## config.mk

```make
export PLATFORM = sky130hd
export DESIGN_NAME = flash_page_lock_guard
export DESIGN_NICKNAME = d
export VERILOG_FILES = /design/src/hdl/flash_guard_pkg.sv /design/src/hdl/flash_page_lock_guard.sv
export SDC_FILE = /design/constraint.sdc
export NUM_CORES = 1
export LEC_CHECK = 0
export BUFFER_PORTS_ARGS = -buffer_cell sky130_fd_sc_hd__buf_4
export CAP_MARGIN = 15
export CORE_MARGIN = 2
export CORE_UTILIZATION = 39
export CTS_CLUSTER_DIAMETER = 50
export CTS_CLUSTER_SIZE = 10
export DETAILED_ROUTE_END_ITERATION = 10
export HOLD_SLACK_MARGIN = 0.1
export PLACE_DENSITY = 0.73
export SETUP_SLACK_MARGIN = 0.02
export SLEW_MARGIN = 20
export SYNTH_ARGS = -nofsm -noshare
export SYNTH_HDL_FRONTEND = slang
export SYNTH_SLANG_ARGS = --single-unit
```

## constraint.sdc

```tcl
create_clock -name MCLK -period 2.5 [get_ports MCLK]
set_input_delay 0.5 -clock MCLK [delete_from_list [all_inputs] [get_ports MCLK]]
set_output_delay 0.5 -clock MCLK [all_outputs]
set_load 0.02 [all_outputs]
```

## src/hdl/flash_guard_pkg.sv

```systemverilog
// constants shared by the flash page lock guard and its bench
// assumes 8 pages of 2 KB, lock byte at 0x3BFF in page 7, reserved area above it up to the top of page 7
package flash_guard_pkg;

  localparam int unsigned   ADDR_W          = 16;
  localparam int unsigned   PAGE_SHIFT      = 11;
  localparam int unsigned   PAGE_W          = 3;
  localparam logic [2:0]    LOCK_PAGE       = 3'h7;
  localparam logic [15:0]   LOCK_BYTE_ADDR  = 16'h3BFF;
  localparam logic [15:0]   RESERVED_BASE   = 16'h3C00;
  localparam logic [7:0]    LOCK_ERASED     = 8'hFF;
  localparam logic [7:0]    LOCK_ALL_LOCKED = 8'h00;

  // flash operation codes on the request port
  localparam logic [1:0]    OP_READ         = 2'h0;
  localparam logic [1:0]    OP_WRITE        = 2'h1;
  localparam logic [1:0]    OP_ERASE        = 2'h2;
  localparam logic [1:0]    OP_DEVICE_ERASE = 2'h3;

  // apb register byte offsets
  localparam logic [7:0]    STATUS_OFS      = 8'h00;
  localparam logic [7:0]    MASK_OFS        = 8'h04;
  localparam logic [7:0]    RESET_SRC_OFS   = 8'h08;
  localparam logic [7:0]    LOCK_ACTIVE_OFS = 8'h0C;
  localparam logic [7:0]    LOCK_STORED_OFS = 8'h10;

  // status and mask bit positions
  localparam int unsigned   EV_FW_ERROR     = 0;
  localparam int unsigned   EV_DBG_DROP     = 1;
  localparam int unsigned   EV_LOCK_WRITE   = 2;
  localparam int unsigned   EV_W            = 3;

  // reset-source register field
  localparam int unsigned   RSRC_FLASH_ERR  = 0;

  localparam logic [EV_W-1:0] STATUS_RESET  = 3'h0;
  localparam logic [EV_W-1:0] MASK_RESET    = 3'h0;

  // outcome of one permission decision
  typedef enum logic [2:0] {
    VERDICT_PERMIT = 3'b001,
    VERDICT_DROP   = 3'b010,
    VERDICT_ERROR  = 3'b100
  } verdict_t;

  // apb slave sequencing
  typedef enum logic [1:0] {
    APB_IDLE = 2'b01,
    APB_DONE = 2'b10
  } apb_state_t;

endpackage

```

## src/hdl/flash_page_lock_guard.sv

```systemverilog
// permission checker for program flash requests from the debug port and firmware
// assumes one request at a time on the request port, apb master on the same clock,
// SRST driven by the system reset logic (which also acts on the error reset pulse),
// PWR_ON high only at power-up; flash contents and the reset-source flag survive SRST
//
// Function
// RULE_01 - unlocked pages other than lock page: all requesters may read, write, erase
// RULE_02 - locked pages: debug refused, unlocked firmware resets, locked firmware allowed
// RULE_03 - lock page read/write open while nothing locked, else treated as locked page
// RULE_04 - lock byte read open while nothing locked, else locked-page treatment
// RULE_05 - nothing locked: debug may erase lock page, firmware erase resets device
// RULE_06 - something locked: lock page erased only by debug device erase; firmware resets
// RULE_07 - locking more pages: debug refused, any firmware resets device
// RULE_08 - unlocking single pages: debug refused, any firmware resets device
// RULE_09 - reserved area access: debug refused, any firmware resets device
// RULE_10 - error reset leaves the flash error flag at one afterwards
// RULE_11 - forbidden debug requests are dropped without any reset
// RULE_12 - any locked page also locks the lock-byte page
// RULE_13 - once written, lock byte changes only by debug device erase; code also lets debug erase the lock page until the byte is active
// RULE_14 - firmware lock byte write takes effect only after next reset
// RULE_15 - firmware write or erase resets unless supply monitor and its reset enabled
// RULE_16 - debug device erase clears every page including the lock page
// RULE_17 - one lock bit per page, zero locked, all ones nothing locked
// RULE_18 - firmware class follows the lock state of the fetching page
`timescale 1ns/1ns
`default_nettype none

module flash_page_lock_guard (
  input  wire  logic        MCLK,
  input  wire  logic        SRST,
  input  wire  logic        PWR_ON,
  input  wire  logic        REQ_VALID,
  input  wire  logic        REQ_DEBUG,
  input  wire  logic [1:0]  REQ_OP,
  input  wire  logic [15:0] REQ_ADDR,
  input  wire  logic [7:0]  REQ_WDATA,
  input  wire  logic [15:0] FETCH_ADDR,
  input  wire  logic        SUPPLY_MON_EN,
  input  wire  logic        SUPPLY_MON_RST_EN,
  output var   logic        RESP_VALID,
  output var   logic        RESP_PERMIT,
  output var   logic        RESP_DROPPED,
  output var   logic        FLASH_ERROR_DEVICE_RESET,
  output var   logic        IRQ,
  input  wire  logic        PSEL,
  input  wire  logic        PENABLE,
  input  wire  logic        PWRITE,
  input  wire  logic [7:0]  PADDR,
  input  wire  logic [31:0] PWDATA,
  output var   logic [31:0] PRDATA,
  output var   logic        PREADY,
  output var   logic        PSLVERR
);

  // page index of a flash byte address
  function automatic logic [2:0] page_of(input logic [15:0] addr);
    page_of = addr[flash_guard_pkg::PAGE_SHIFT +: flash_guard_pkg::PAGE_W];
  endfunction

  // lock state of a page under a given lock byte
  function automatic logic page_locked(input logic [2:0] page, input logic [7:0] lock);
    logic any;
    any = (lock != flash_guard_pkg::LOCK_ERASED); // see RULE_17
    page_locked = any && (!lock[page] || page == flash_guard_pkg::LOCK_PAGE); // see RULE_12
  endfunction

  // one register per aligned word offset
  function automatic logic reg_hit(input logic [7:0] addr, input logic [7:0] ofs);
    reg_hit = (addr == ofs);
  endfunction

  logic [7:0]                           lock_stored;
  logic [7:0]                           lock_active;
  logic                                 lock_loaded;
  logic [flash_guard_pkg::EV_W-1:0]     status;
  logic [flash_guard_pkg::EV_W-1:0]     mask;
  logic                                 flash_error_reset_flag;
  flash_guard_pkg::apb_state_t          apb_state;

  // request classification
  wire         any_locked   = (lock_active != flash_guard_pkg::LOCK_ERASED);
  wire         fw_locked    = page_locked(page_of(FETCH_ADDR), lock_active); // see RULE_18
  wire         tgt_locked   = page_locked(page_of(REQ_ADDR), lock_active);
  wire         tgt_reserved = (REQ_ADDR >= flash_guard_pkg::RESERVED_BASE);
  wire         tgt_lockpage = (page_of(REQ_ADDR) == flash_guard_pkg::LOCK_PAGE);
  wire         tgt_lockbyte = (REQ_ADDR == flash_guard_pkg::LOCK_BYTE_ADDR);
  wire         is_dev_erase = (REQ_OP == flash_guard_pkg::OP_DEVICE_ERASE);
  wire         is_erase     = (REQ_OP == flash_guard_pkg::OP_ERASE);
  wire         is_write     = (REQ_OP == flash_guard_pkg::OP_WRITE);
  wire         is_modify    = is_write || is_erase;
  wire         supply_ok    = SUPPLY_MON_EN && SUPPLY_MON_RST_EN;
  wire         lock_written = (lock_stored != flash_guard_pkg::LOCK_ERASED);
  wire         lock_change  = is_write && tgt_lockbyte && lock_written;

  // refusal for a forbidden request: debug drops, firmware resets
  flash_guard_pkg::verdict_t forbid;
  always_comb
  begin
    if (REQ_DEBUG)
      forbid = flash_guard_pkg::VERDICT_DROP;
    else
      forbid = flash_guard_pkg::VERDICT_ERROR;
  end

  // normal page treatment: open unless the page is locked and the requester is not locked firmware
  flash_guard_pkg::verdict_t page_rule;
  always_comb
  begin
    if (!tgt_locked || (!REQ_DEBUG && fw_locked))
      page_rule = flash_guard_pkg::VERDICT_PERMIT;
    else
      page_rule = forbid;
  end

  flash_guard_pkg::verdict_t verdict;

  always_comb
  begin
    if (!lock_loaded)
      // lock state not yet known after reset; refuse rather than guess
      verdict = forbid;
    else if (is_dev_erase)
      verdict = REQ_DEBUG ? flash_guard_pkg::VERDICT_PERMIT
                          : flash_guard_pkg::VERDICT_ERROR; // see RULE_16
    else if (tgt_reserved)
      verdict = forbid; // see RULE_09
    else if (!REQ_DEBUG && is_modify && !supply_ok)
      verdict = flash_guard_pkg::VERDICT_ERROR; // see RULE_15
    else if (is_erase && tgt_lockpage)
      // firmware never erases it; debug only while nothing is locked
      verdict = (REQ_DEBUG && !any_locked) ? flash_guard_pkg::VERDICT_PERMIT
                                           : forbid; // see RULE_05 see RULE_06
    else if (lock_change)
      verdict = forbid; // see RULE_07 see RULE_08 see RULE_13
    else
      verdict = page_rule; // see RULE_01 see RULE_02 see RULE_03 see RULE_04
  end

  wire req_permit = REQ_VALID && (verdict == flash_guard_pkg::VERDICT_PERMIT);
  wire req_drop   = REQ_VALID && (verdict == flash_guard_pkg::VERDICT_DROP); // see RULE_11
  wire req_error  = REQ_VALID && (verdict == flash_guard_pkg::VERDICT_ERROR);

  // lock byte storage effects of permitted requests
  wire lock_erase = req_permit && (is_dev_erase || (is_erase && tgt_lockpage));
  wire lock_write = req_permit && is_write && tgt_lockbyte;

  logic [7:0] next_lock_stored;
  always_comb
  begin
    if (lock_erase)
      next_lock_stored = flash_guard_pkg::LOCK_ERASED;
    else if (lock_write)
      next_lock_stored = REQ_WDATA;
    else
      next_lock_stored = lock_stored;
  end

  // stored lock byte is nonvolatile; SRST keeps it, power-up or a permitted device erase or lock page erase returns it to erased
  always_ff @(posedge MCLK)
  begin
    if (PWR_ON)
      lock_stored <= flash_guard_pkg::LOCK_ERASED;
    else
      lock_stored <= next_lock_stored; // see RULE_16
  end

  // active lock state only follows storage at reset release
  always_ff @(posedge MCLK)
  begin
    if (SRST || PWR_ON)
      lock_active <= flash_guard_pkg::LOCK_ALL_LOCKED;
    else if (!lock_loaded)
      lock_active <= lock_stored; // see RULE_14
  end

  // one refused cycle after reset, traded for never deciding on a stale lock
  always_ff @(posedge MCLK)
  begin
    if (SRST || PWR_ON)
      lock_loaded <= 1'b0;
    else
      lock_loaded <= 1'b1;
  end

  // error flag survives the reset it causes
  always_ff @(posedge MCLK)
  begin
    if (PWR_ON)
      flash_error_reset_flag <= 1'b0;
    else if (req_error)
      flash_error_reset_flag <= 1'b1; // see RULE_10
  end

  always_ff @(posedge MCLK)
  begin
    if (SRST || PWR_ON)
      RESP_VALID <= 1'b0;
    else
      RESP_VALID <= REQ_VALID;
  end

  always_ff @(posedge MCLK)
  begin
    if (SRST || PWR_ON)
      RESP_PERMIT <= 1'b0;
    else
      RESP_PERMIT <= req_permit;
  end

  always_ff @(posedge MCLK)
  begin
    if (SRST || PWR_ON)
      RESP_DROPPED <= 1'b0;
    else
      RESP_DROPPED <= req_drop;
  end

  // the system reset logic turns this pulse into SRST
  always_ff @(posedge MCLK)
  begin
    if (SRST || PWR_ON)
      FLASH_ERROR_DEVICE_RESET <= 1'b0;
    else
      FLASH_ERROR_DEVICE_RESET <= req_error; // see RULE_02 see RULE_15
  end

  // apb slave: one wait state, pready from a flop
  wire        apb_access = PSEL && PENABLE;
  wire        apb_fire   = apb_access && PREADY;
  wire        apb_wr     = apb_fire && PWRITE;
  wire        sel_status = reg_hit(PADDR, flash_guard_pkg::STATUS_OFS);
  wire        sel_mask   = reg_hit(PADDR, flash_guard_pkg::MASK_OFS);
  wire        sel_rsrc   = reg_hit(PADDR, flash_guard_pkg::RESET_SRC_OFS);
  wire        sel_lact   = reg_hit(PADDR, flash_guard_pkg::LOCK_ACTIVE_OFS);
  wire        sel_lsto   = reg_hit(PADDR, flash_guard_pkg::LOCK_STORED_OFS);
  wire        sel_any    = sel_status || sel_mask || sel_rsrc || sel_lact || sel_lsto;

  logic [31:0] rd_mux;
  always_comb
  begin
    if (sel_status)
      rd_mux = {29'h0, status};
    else if (sel_mask)
      rd_mux = {29'h0, mask};
    else if (sel_rsrc)
      rd_mux = {31'h0, flash_error_reset_flag};
    else if (sel_lact)
      rd_mux = {24'h0, lock_active};
    else if (sel_lsto)
      rd_mux = {24'h0, lock_stored};
    else
      rd_mux = 32'h0;
  end

  logic [flash_guard_pkg::EV_W-1:0] events;
  assign events[flash_guard_pkg::EV_FW_ERROR]   = req_error;
  assign events[flash_guard_pkg::EV_DBG_DROP]   = req_drop;
  assign events[flash_guard_pkg::EV_LOCK_WRITE] = lock_write;

  // set wins over a write-one clear in the same cycle
  logic [flash_guard_pkg::EV_W-1:0] w1c;
  assign w1c = (apb_wr && sel_status) ? PWDATA[flash_guard_pkg::EV_W-1:0]
                                      : {flash_guard_pkg::EV_W{1'b0}};

  logic [flash_guard_pkg::EV_W-1:0] next_status;
  assign next_status = (status & ~w1c) | events;

  logic [flash_guard_pkg::EV_W-1:0] next_mask;
  assign next_mask = (apb_wr && sel_mask) ? PWDATA[flash_guard_pkg::EV_W-1:0] : mask;

  always_ff @(posedge MCLK)
  begin
    if (SRST || PWR_ON)
      status <= flash_guard_pkg::STATUS_RESET;
    else
      status <= next_status;
  end

  always_ff @(posedge MCLK)
  begin
    if (SRST || PWR_ON)
      mask <= flash_guard_pkg::MASK_RESET;
    else
      mask <= next_mask;
  end

  // a new mask takes hold one cycle after its write
  always_ff @(posedge MCLK)
  begin
    if (SRST || PWR_ON)
      IRQ <= 1'b0;
    else
      IRQ <= |(next_status & mask);
  end

  flash_guard_pkg::apb_state_t          next_apb_state;
  logic                                 next_pready;
  logic [31:0]                          next_prdata;
  logic                                 next_pslverr;

  always_comb
  begin
    next_apb_state = apb_state;
    next_pready    = PREADY;
    next_prdata    = PRDATA;
    next_pslverr   = PSLVERR;
    case (apb_state)
      flash_guard_pkg::APB_IDLE:
      begin
        if (apb_access)
        begin
          next_apb_state = flash_guard_pkg::APB_DONE;
          next_pready    = 1'b1;
          next_prdata    = PWRITE ? 32'h0 : rd_mux;
          // writes to read-only registers and any access to holes answer with an error
          next_pslverr   = !sel_any || (PWRITE && !(sel_status || sel_mask));
        end
      end
      flash_guard_pkg::APB_DONE:
      begin
        next_apb_state = flash_guard_pkg::APB_IDLE;
        next_pready    = 1'b0;
        next_pslverr   = 1'b0;
      end
      default:
      begin
        next_apb_state = flash_guard_pkg::APB_IDLE;
        next_pready    = 1'b0;
      end
    endcase
  end

  always_ff @(posedge MCLK)
  begin
    if (SRST || PWR_ON)
      apb_state <= flash_guard_pkg::APB_IDLE;
    else
      apb_state <= next_apb_state;
  end

  always_ff @(posedge MCLK)
  begin
    if (SRST || PWR_ON)
      PREADY <= 1'b0;
    else
      PREADY <= next_pready;
  end

  always_ff @(posedge MCLK)
  begin
    if (SRST || PWR_ON)
      PRDATA <= 32'h0;
    else
      PRDATA <= next_prdata;
  end

  always_ff @(posedge MCLK)
  begin
    if (SRST || PWR_ON)
      PSLVERR <= 1'b0;
    else
      PSLVERR <= next_pslverr;
  end

endmodule

`default_nettype wire

```

# Word-level counts from Yosys, hierarchy flattened
# Cells that the tools add are included.
[totals]
reg_bits = 65
elab_cells = 113
output_inout_bits = 39
inputBits = 92
[classes]
order_cmp = 3
n_mux = 24
bitwise = 5
n_reduce_logical = 48
n_eq_ne = 18
[ops]
columns = ["cell", "count"]
rows = [
  ["2-to-1 mux 8 bit", 5],
  ["2-to-1 mux 3 bit", 11],
  ["2-to-1 mux 32 bit", 1],
  ["logical AND 1 bit", 22],
  ["equality test 16 x 14 -> 1 bit (second input constant)", 1],
  ["equality test 8 x 4 -> 1 bit (second input constant)", 2],
  [">= comparator 16 x 14 -> 1 bit (second input constant)", 1],
  ["!= test 8 bit (second input constant)", 2],
  ["logical OR 1 bit", 11],
  ["equality test 3 bit (second input constant)", 3],
  ["equality test 8 x 3 -> 1 bit (second input constant)", 1],
  ["equality test 8 x 5 -> 1 bit (second input constant)", 1],
  ["logical NOT 1 bit", 8],
  ["logical NOT 8 bit", 1],
  ["less-than comparator 3 x 4 -> 1 bit (second input constant)", 2],
  ["bitwise AND 3 bit", 2],
  ["binary-select mux 1 bit (select 3 bit)", 2],
  ["equality test 2 bit (second input constant)", 3],
  ["equality test 2 x 1 -> 1 bit (second input constant)", 2],
  ["2-to-1 mux 1 bit", 4],
  ["AND reduction 2 bit", 2],
  ["OR reduction 2 bit", 2],
  ["equality test 3 x 1 -> 1 bit (second input constant)", 1],
  ["equality test 3 x 2 -> 1 bit (second input constant)", 1],
  ["other kinds (7)", 7],
]

# Logic depth before layout (Yosys ltp)
# Gate-level depths: netlist of the first run.
[logic_depth]
word_depth = 21
depth_mapped = 11
ltp_nobuf = 10

# Worst setup path after synthesis of the first run
# No wires, ideal clock.
[synth_path]
path_kind = "input to register"
from = "in FETCH_ADDR[12]"
to = "reg IRQ"
path_stages = 8
slack_ns = 0.106
required_ns = 2.378
n_path_buf = 0
setup_ns = 0.122
arrival_time_ns = 2.273
path_cell_list = "mux4_2 -> o2bb2ai_1 -> o221ai_2 -> nand4_2 -> a2111oi_4 -> nor2_2 -> o21a_1 -> a221o_1"
[synth_between]
elab_chain_cells = 21
[synth_lines]
columns = ["element", "line", "rtl"]
rows = [
  ["start, declared", "flash_page_lock_guard.sv:37", "input wire logic [15:0] FETCH_ADDR,"],
  ["binary-select mux 1 bit (select 3 bit)", "flash_page_lock_guard.sv:64", "page_locked = any && (!lock[page] || page == flash_guard_pkg::LOCK_PAGE);"],
  ["2-to-1 mux 1 bit (not written as such)", "flash_page_lock_guard.sv:64", ""],
  ["logical NOT 1 bit", "flash_page_lock_guard.sv:64", ""],
  ["logical OR 1 bit *", "flash_page_lock_guard.sv:64", ""],
  ["logical AND 1 bit *", "flash_page_lock_guard.sv:64", ""],
  ["logical AND 1 bit *", "flash_page_lock_guard.sv:109", "if (!tgt_locked || (!REQ_DEBUG && fw_locked))"],
  ["logical OR 1 bit *", "flash_page_lock_guard.sv:109", ""],
  ["2-to-1 mux 3 bit *", "flash_page_lock_guard.sv:109", ""],
  ["(+4 left out)", "--", ""],
  ["2-to-1 mux 3 bit *", "flash_page_lock_guard.sv:122", "else if (is_dev_erase)"],
  ["2-to-1 mux 3 bit *", "flash_page_lock_guard.sv:119", "if (!lock_loaded)"],
  ["equality test 3 x 1 -> 1 bit", "flash_page_lock_guard.sv:139", "wire req_permit = REQ_VALID && (verdict == flash_guard_pkg::VERDICT_PERMIT);"],
  ["logical AND 1 bit", "flash_page_lock_guard.sv:139", ""],
  ["logical AND 1 bit (2 in a row)", "flash_page_lock_guard.sv:145", "wire lock_write = req_permit && is_write && tgt_lockbyte;"],
  ["OR 3 bit *", "flash_page_lock_guard.sv:266", "assign next_status = (status & ~w1c) | events;"],
  ["bitwise AND 3 bit *", "flash_page_lock_guard.sv:293", "IRQ <= |(next_status & mask);"],
  ["OR reduction 3 bit *", "flash_page_lock_guard.sv:293", ""],
  ["end signal, assigned", "flash_page_lock_guard.sv:293", ""],
  ["end, declared", "flash_page_lock_guard.sv:44", "output var logic IRQ,"],
]
# Mark *: on every way between the ends. The rest lies on a longest branch, timed or not. The select of a mux whose other input is x is not followed.
# A chain may end at the register's enable or synchronous reset.

# Worst setup path after layout of the first run
[layout_path]
from = "reg lock_active[2]"
to = "reg IRQ"
[layout_between]
elab_chain_cells = 21
[layout_lines]
columns = ["element", "line", "rtl"]
rows = [
  ["start, declared", "flash_page_lock_guard.sv:73", "logic [7:0] lock_active;"],
  ["start signal, assigned", "flash_page_lock_guard.sv:171", "lock_active <= flash_guard_pkg::LOCK_ALL_LOCKED;"],
  ["start signal, assigned", "flash_page_lock_guard.sv:173", "lock_active <= lock_stored;"],
  ["binary-select mux 1 bit (select 3 bit)", "flash_page_lock_guard.sv:64", ""],
  ["2-to-1 mux 1 bit (not written as such)", "flash_page_lock_guard.sv:64", ""],
  ["logical NOT 1 bit", "flash_page_lock_guard.sv:64", ""],
  ["logical OR 1 bit", "flash_page_lock_guard.sv:64", ""],
  ["logical AND 1 bit", "flash_page_lock_guard.sv:64", ""],
  ["logical NOT 1 bit / logical AND 1 bit (equally long branches)", "flash_page_lock_guard.sv:109", ""],
  ["logical OR 1 bit", "flash_page_lock_guard.sv:109", ""],
  ["2-to-1 mux 3 bit", "flash_page_lock_guard.sv:109", ""],
  ["(+4 left out)", "--", ""],
  ["2-to-1 mux 3 bit *", "flash_page_lock_guard.sv:122", ""],
  ["2-to-1 mux 3 bit *", "flash_page_lock_guard.sv:119", ""],
  ["equality test 3 x 1 -> 1 bit", "flash_page_lock_guard.sv:139", ""],
  ["logical AND 1 bit", "flash_page_lock_guard.sv:139", ""],
  ["logical AND 1 bit (2 in a row)", "flash_page_lock_guard.sv:145", ""],
  ["OR 3 bit *", "flash_page_lock_guard.sv:266", ""],
  ["bitwise AND 3 bit *", "flash_page_lock_guard.sv:293", ""],
  ["OR reduction 3 bit *", "flash_page_lock_guard.sv:293", ""],
]
# Marked as above.

==> results of run 1 <==
## flip-flops by register name, indices dropped and copies added (netlist names)
signal / count
status: 3
flash_error_reset_flag: 1
PSLVERR: 1
FLASH_ERROR_DEVICE_RESET: 1
mask: 3
PRDATA: 8
IRQ: 1
RESP_PERMIT: 1
lock_loaded: 1
lock_stored: 8
RESP_DROPPED: 1
apb_state: 2
lock_active: 8
RESP_VALID: 1
## worst max-delay path by stage
stage,slack [ps],from,cells after the start,to
4_1_cts,70,lock_active[2],8,IRQ
2_1_floorplan,110,FETCH_ADDR[12],8,IRQ
6_report,80,lock_active[2],8,IRQ
3_3_place_gp,-150,FETCH_ADDR[12],9,IRQ
5_1_grt,-70,lock_active[2],9,lock_stored[3]
3_5_place_dp,-210,FETCH_ADDR[12],9,IRQ
## layer usage
| layer | routed length [um] | part of all wire | vias to the layer above | global-route usage |
|---|---|---|---|---|
| li1 | - | - | 1018 | - |
| met1 | 2250 | 0.43 | 958 | 0.218 |
| met2 | 2690 | 0.51 | 60 | 0.302 |
| met3 | 276 | 0.052 | 8 | 0.0352 |
| met4 | 76 | 0.014 | 0 | 0.0603 |
| met5 | 0 | 0 | - | 0 |
## power groups by stage
stage / logic (mW) / registers [mW] / clock network [mW]
after floorplan: 0.141 / 0.677 / 0
after global placement: 0.219 / 0.675 / 0
after detailed placement: 0.224 / 0.675 / 0
after CTS: 0.225 / 0.661 / 0.449
after global routing: 0.259 / 0.662 / 0.477
final: 0.238 / 0.660 / 0.439
## stage by stage
step	cell area (sq um)	instances
finish	2940	411
global route	2940	411
CTS	2870	407
detailed placement	2780	399
global placement	2780	399
floorplan	2290	277
## cell usage after synthesis (3+ instances only)
cell | n | area (sq um)
a21oi_1 | 11 | 55.1
a22oi_1 | 3 | 22.5
buf_4 | 25 | 188
clkbuf_1 | 6 | 22.5
dfxtp_1 | 40 | 801
ha_1 | 3 | 37.5
inv_1 | 9 | 33.8
mux2i_1 | 28 | 280
nand2_1 | 26 | 97.6
nand4_1 | 7 | 43.8
nor2_1 | 34 | 128
nor3_1 | 9 | 45.0
o21ai_0 | 4 | 20.0
## final cells by class
| type | count | area [sq um] |
|---|---|---|
| well taps | 72 | 90.1 |
| multi-input cells | 196 | 1270 |
| clock buffers | 8 | 90.1 |
| inverters | 9 | 33.8 |
| fillers | 514 | 2530 |
| flip-flops and latches | 40 | 805 |
| repair buffers | 86 | 653 |
## logic make-up (layout without fill, tap and decap cells)
kind of cell    count (synthesis)  after routing
compound gates                 40             40
fa+ha+maj                       3              3
buf+inv                        41            103
flops                          40             40
mux                            31             31
other cells                     1             24
simple gates                   98             98
## what timing repair did
item                                    4_1_cts  5_1_grt
gates resized for setup                       0        7
endpoints found under the setup margin        0        9
buffers inserted                              0        4
hold endpoints to repair                      0        0
==> reports/results.txt, run 1 <==
Residual DRC: 0
Util after Layout: 0.537
Worst EP required: 2690 ps
Clk pwr share: 0.328
Top FF cell, synth: dfxtp_1
Bufs on Longest Clock Path: 2
CP Cell Sequence: mux4_2 > o2bb2ai_4 > o221ai_4 > nand4_2 > a2111oi_4 > nor2_2 > o21a_1 > a221o_1
Worst vdd ir: 0.000230 V
Switching share of power: 0.262
Share of cells above drive strength 1: 0.307
Post-synthesis adder-cell area fraction: 0.0171
Share of the yosys chip area belonging to registers: 0.364
FMAX: 414 MHz
Hold_sp: PWR_ON
TritonCTS buffer count: 5
Compound-Gate Fraction of Synth Area: 0.144
Max-Cap Viols: 0
Post-Synth Simple-Gate Area: 0.213
WL per Instance: 12.9 um
GRT Util Overall: 0.175
Post-synthesis xor/xnor area fraction: 0
Final hold slack: 384 ps
Vias: 2,044
Clock tree from TritonCTS: done
WS Path Type: reg -> reg
Critical Path AT: 2600 ps
Lkg Pwr: 1.35 nW
Cell Rows: 27
R2r setup slk: 80 ps
ANT cells: 0
Number of port buffers: 64
Iter 0 DRT Violations: 161
Number of I/O pins: 131
Starting Density: 0.402
Switching power: 0.351 mW
Max transition margin: 0.651
Min cycle time layout: 2420 ps
Most common cell after layout, fill and taps aside: buf_4
Core area: 5470 sq um
# setup viols final: 0
Most frequent cells in the layout: buf_4 (84), dfxtp_1 (39), nor2_1 (34)
Mux cell area share after synthesis: 0.148
Outcome: complete, no violations
Width of the die: 79.1 um
Skew-Pair Late Insertion Delay: 300 ps
First-pass GRT wire length: 8.65 mm
Synth unique cells: 49
Place WS: -208 ps
Fraction of registers with async set/reset: 0
CP bufs+invs: 0
Chip height: 79.1 um
H-tree lvl count: 2
Sinks on the clock net: 40
CP endpoint kind: flip-flop
Power consumption: 1.34 mW
Vias in the first global route: 1,893
Worst path top cell family by delay: compound AO/OA/AOI/OAI gates
Worst r2r dst: IRQ
Worst path max stage delay: 480 ps
Pwr dens: 455 nW/um^2
Period utilization: 0.967
Post-synth EDFFs: 0
Yosys warns: 0
Hold Path End: flash_error_reset_flag
Antenna violations before repair: 0
GRT overflow: 0
Cell Area, Synth: 2200 sq um
Final setup margin: 83.3 ps
Hold Violations, Final: 0
CP max-delay cell: mux4_2
Pins Over Slew Limit: 0
Via density: 4.97
RSZ-0062 raised after global routing: yes
Largest fanout on the critical path: 5
Sequential power share: 0.494
Post-route setup TNS: 0 ps
Int Power: 0.987 mW
Final estimated routing congestion in global placement: 0.866
Worst r2r src: lock_active[2]
CTS Root Cell: clkbuf_8
Clock Skew: 5.72 ps
Syn-to-layout area delta: 33.6%
Mapped Cells: 254
Nets: 433
Worst r2r path cells: 8
Seq cells post-synth: 40
Area of the die: 6260 sq um
Comb pwr share: 0.178
Largest family of logic cells by synthesized area: simple AND/OR/NAND/NOR gates
CP Launch Type: flip-flop
Hold buffer count at CTS: 0
Worst hold stages: 2
Hpwl dp: 4.22 mm
Total iterations of the first detailed-routing run: 4
Final ANT Viol Nets: 0
Clk slew on worst S/H paths: 70 ps
Overall routed net length: 5.29 mm
Hold Crit Class: in -> reg
Syn Area/Cell: 8.66 sq um
Least-Margin Pin Slew: 523 ps
Largest net degree at the start of global routing: 18
Note: power is estimated with default switching activity, not from simulation.
==> run 2: changes to the inputs <==
--- a/config.mk
+++ b/config.mk
@@ -8,12 +8,13 @@
 export BUFFER_PORTS_ARGS = -buffer_cell sky130_fd_sc_hd__buf_4
 export CAP_MARGIN = 15
 export CORE_MARGIN = 2
-export CORE_UTILIZATION = 39
+export CORE_UTILIZATION = 41
+export CTS_BUF_LIST = sky130_fd_sc_hd__clkbuf_8
 export CTS_CLUSTER_DIAMETER = 50
 export CTS_CLUSTER_SIZE = 10
 export DETAILED_ROUTE_END_ITERATION = 10
 export HOLD_SLACK_MARGIN = 0.1
-export PLACE_DENSITY = 0.73
+export PLACE_DENSITY = 0.76
 export SETUP_SLACK_MARGIN = 0.02
 export SLEW_MARGIN = 20
 export SYNTH_ARGS = -nofsm -noshare
==> reports/results.txt, run 2 (same netlist as run 1, synthesis figures left out) <==
ANT cells: 0
CP endpoint kind: flip-flop
Cell Rows: 26
GRT Util Overall: 0.187
Clock tree from TritonCTS: done
Vias: 2,015
Worst vdd ir: 0.000355 V
WS Path Type: reg -> reg
Lkg Pwr: 1.34 nW
Nets: 433
Largest registers: PRDATA (8), lock_active (8), lock_stored (8)
Residual DRC: 0
Power consumption: 1.33 mW
Max transition margin: 0.657
Max-Cap Viols: 0
Outcome: complete, no violations
Hold buffer count at CTS: 0
Final ANT Viol Nets: 0
Syn-to-layout area delta: 32.6%
WL per Instance: 13.0 um
GRT overflow: 0
Sinks on the clock net: 40
Starting Density: 0.428
RSZ-0062 raised after global routing: yes
Iter 0 DRT Violations: 117
Min cycle time layout: 2380 ps
Largest fanout on the critical path: 8
H-tree lvl count: 2
Most common cell after layout, fill and taps aside: buf_4
CTS Root Cell: clkbuf_8
Number of I/O pins: 131
Final estimated routing congestion in global placement: 0.891
Total iterations of the first detailed-routing run: 4
Vias in the first global route: 1,955
Area of the die: 5970 sq um
Most frequent cells in the layout: buf_4 (85), dfxtp_1 (39), nor2_1 (34)
Clock Skew: 6.99 ps
FMAX: 420 MHz
Least-Margin Pin Slew: 514 ps
Via density: 4.93
Pwr dens: 455 nW/um^2
Hpwl dp: 4.27 mm
Largest net degree at the start of global routing: 16
Period utilization: 0.952
Overall routed net length: 5.30 mm
First-pass GRT wire length: 9.05 mm
Worst EP required: 2690 ps
Clk slew on worst S/H paths: 80 ps
Antenna violations before repair: 0
Hold Violations, Final: 0
Number of port buffers: 64
Hold Crit Class: in -> reg
Bufs on Longest Clock Path: 2
Pins Over Slew Limit: 0
Skew-Pair Late Insertion Delay: 290 ps
Width of the die: 77.3 um
Core area: 5140 sq um
Chip height: 77.3 um
TritonCTS buffer count: 5
Util after Layout: 0.568
# setup viols final: 0
Critical Path AT: 2570 ps
CP Launch Type: flip-flop
Share of cells above drive strength 1: 0.313
run 2: power by group:
group	leakage, nW	internal, mW	switching [mW]
Sequential	0.326	0.650	0.0109
Clock	0.0486	0.220	0.219
Combinational	0.965	0.107	0.122
Total	1.34	0.978	0.351
run 2: what timing repair did:
item | CTS | global route
setup buffers | 0 | 1
gates resized for setup | 0 | 5
setup endpoints to repair | 0 | 8
run 2: critical path, stage by stage, from the launching register on:
cell and delay, ps:
dfxtp_4 360, mux4_2 470, o2bb2ai_2 140, o221ai_2 190, nand4_1 170, a221oi_2 350, nand3b_1 170, buf_6 190
mux2i_2 160, nand2_1 70
run 2: path summary, 6_finish.rpt:
kind / slack [ps] / end / cells past startpoint / from
min reg2reg: 460 / PRDATA[1] / 2 / PRDATA[1]
min: 380 / flash_error_reset_flag / 2 / PWR_ON
max reg2reg: 120 / lock_stored[2] / 9 / lock_active[4]
max: 120 / lock_stored[2] / 9 / lock_active[4]
run 2: metrics by stage:
stage          cells  setup slack [ps]  instance area, sq um  TNS [ps]  hold slack (ps)
2_1_floorplan    277               106                  2290         0              442
3_3_place_gp     400              -145                  2800      -614              444
3_5_place_dp     400              -155                  2800      -913              449
4_1_cts          408               118                  2890         0              375
5_1_grt          409             -56.3                  2920      -168              376
6_report         409               119                  2920         0              379
run 2: final cells by class:
type / instances / area [sq um]
Multi-Input combinational cell: 196 / 1250
Tap cell: 70 / 87.6
Timing Repair Buffer: 86 / 649
Inverter: 9 / 33.8
Fill cell: 492 / 2220
Clock buffer: 6 / 82.6
Sequential cell: 40 / 805
Clock inverter: 2 / 11.3
run 2: layer usage:
layer	track usage	up-vias	routed length (um)
met3	0.0576	4	323
met1	0.229	937	2310
met4	0.0393	0	31
met2	0.322	58	2630
li1	-	1016	-
met5	0	-	0
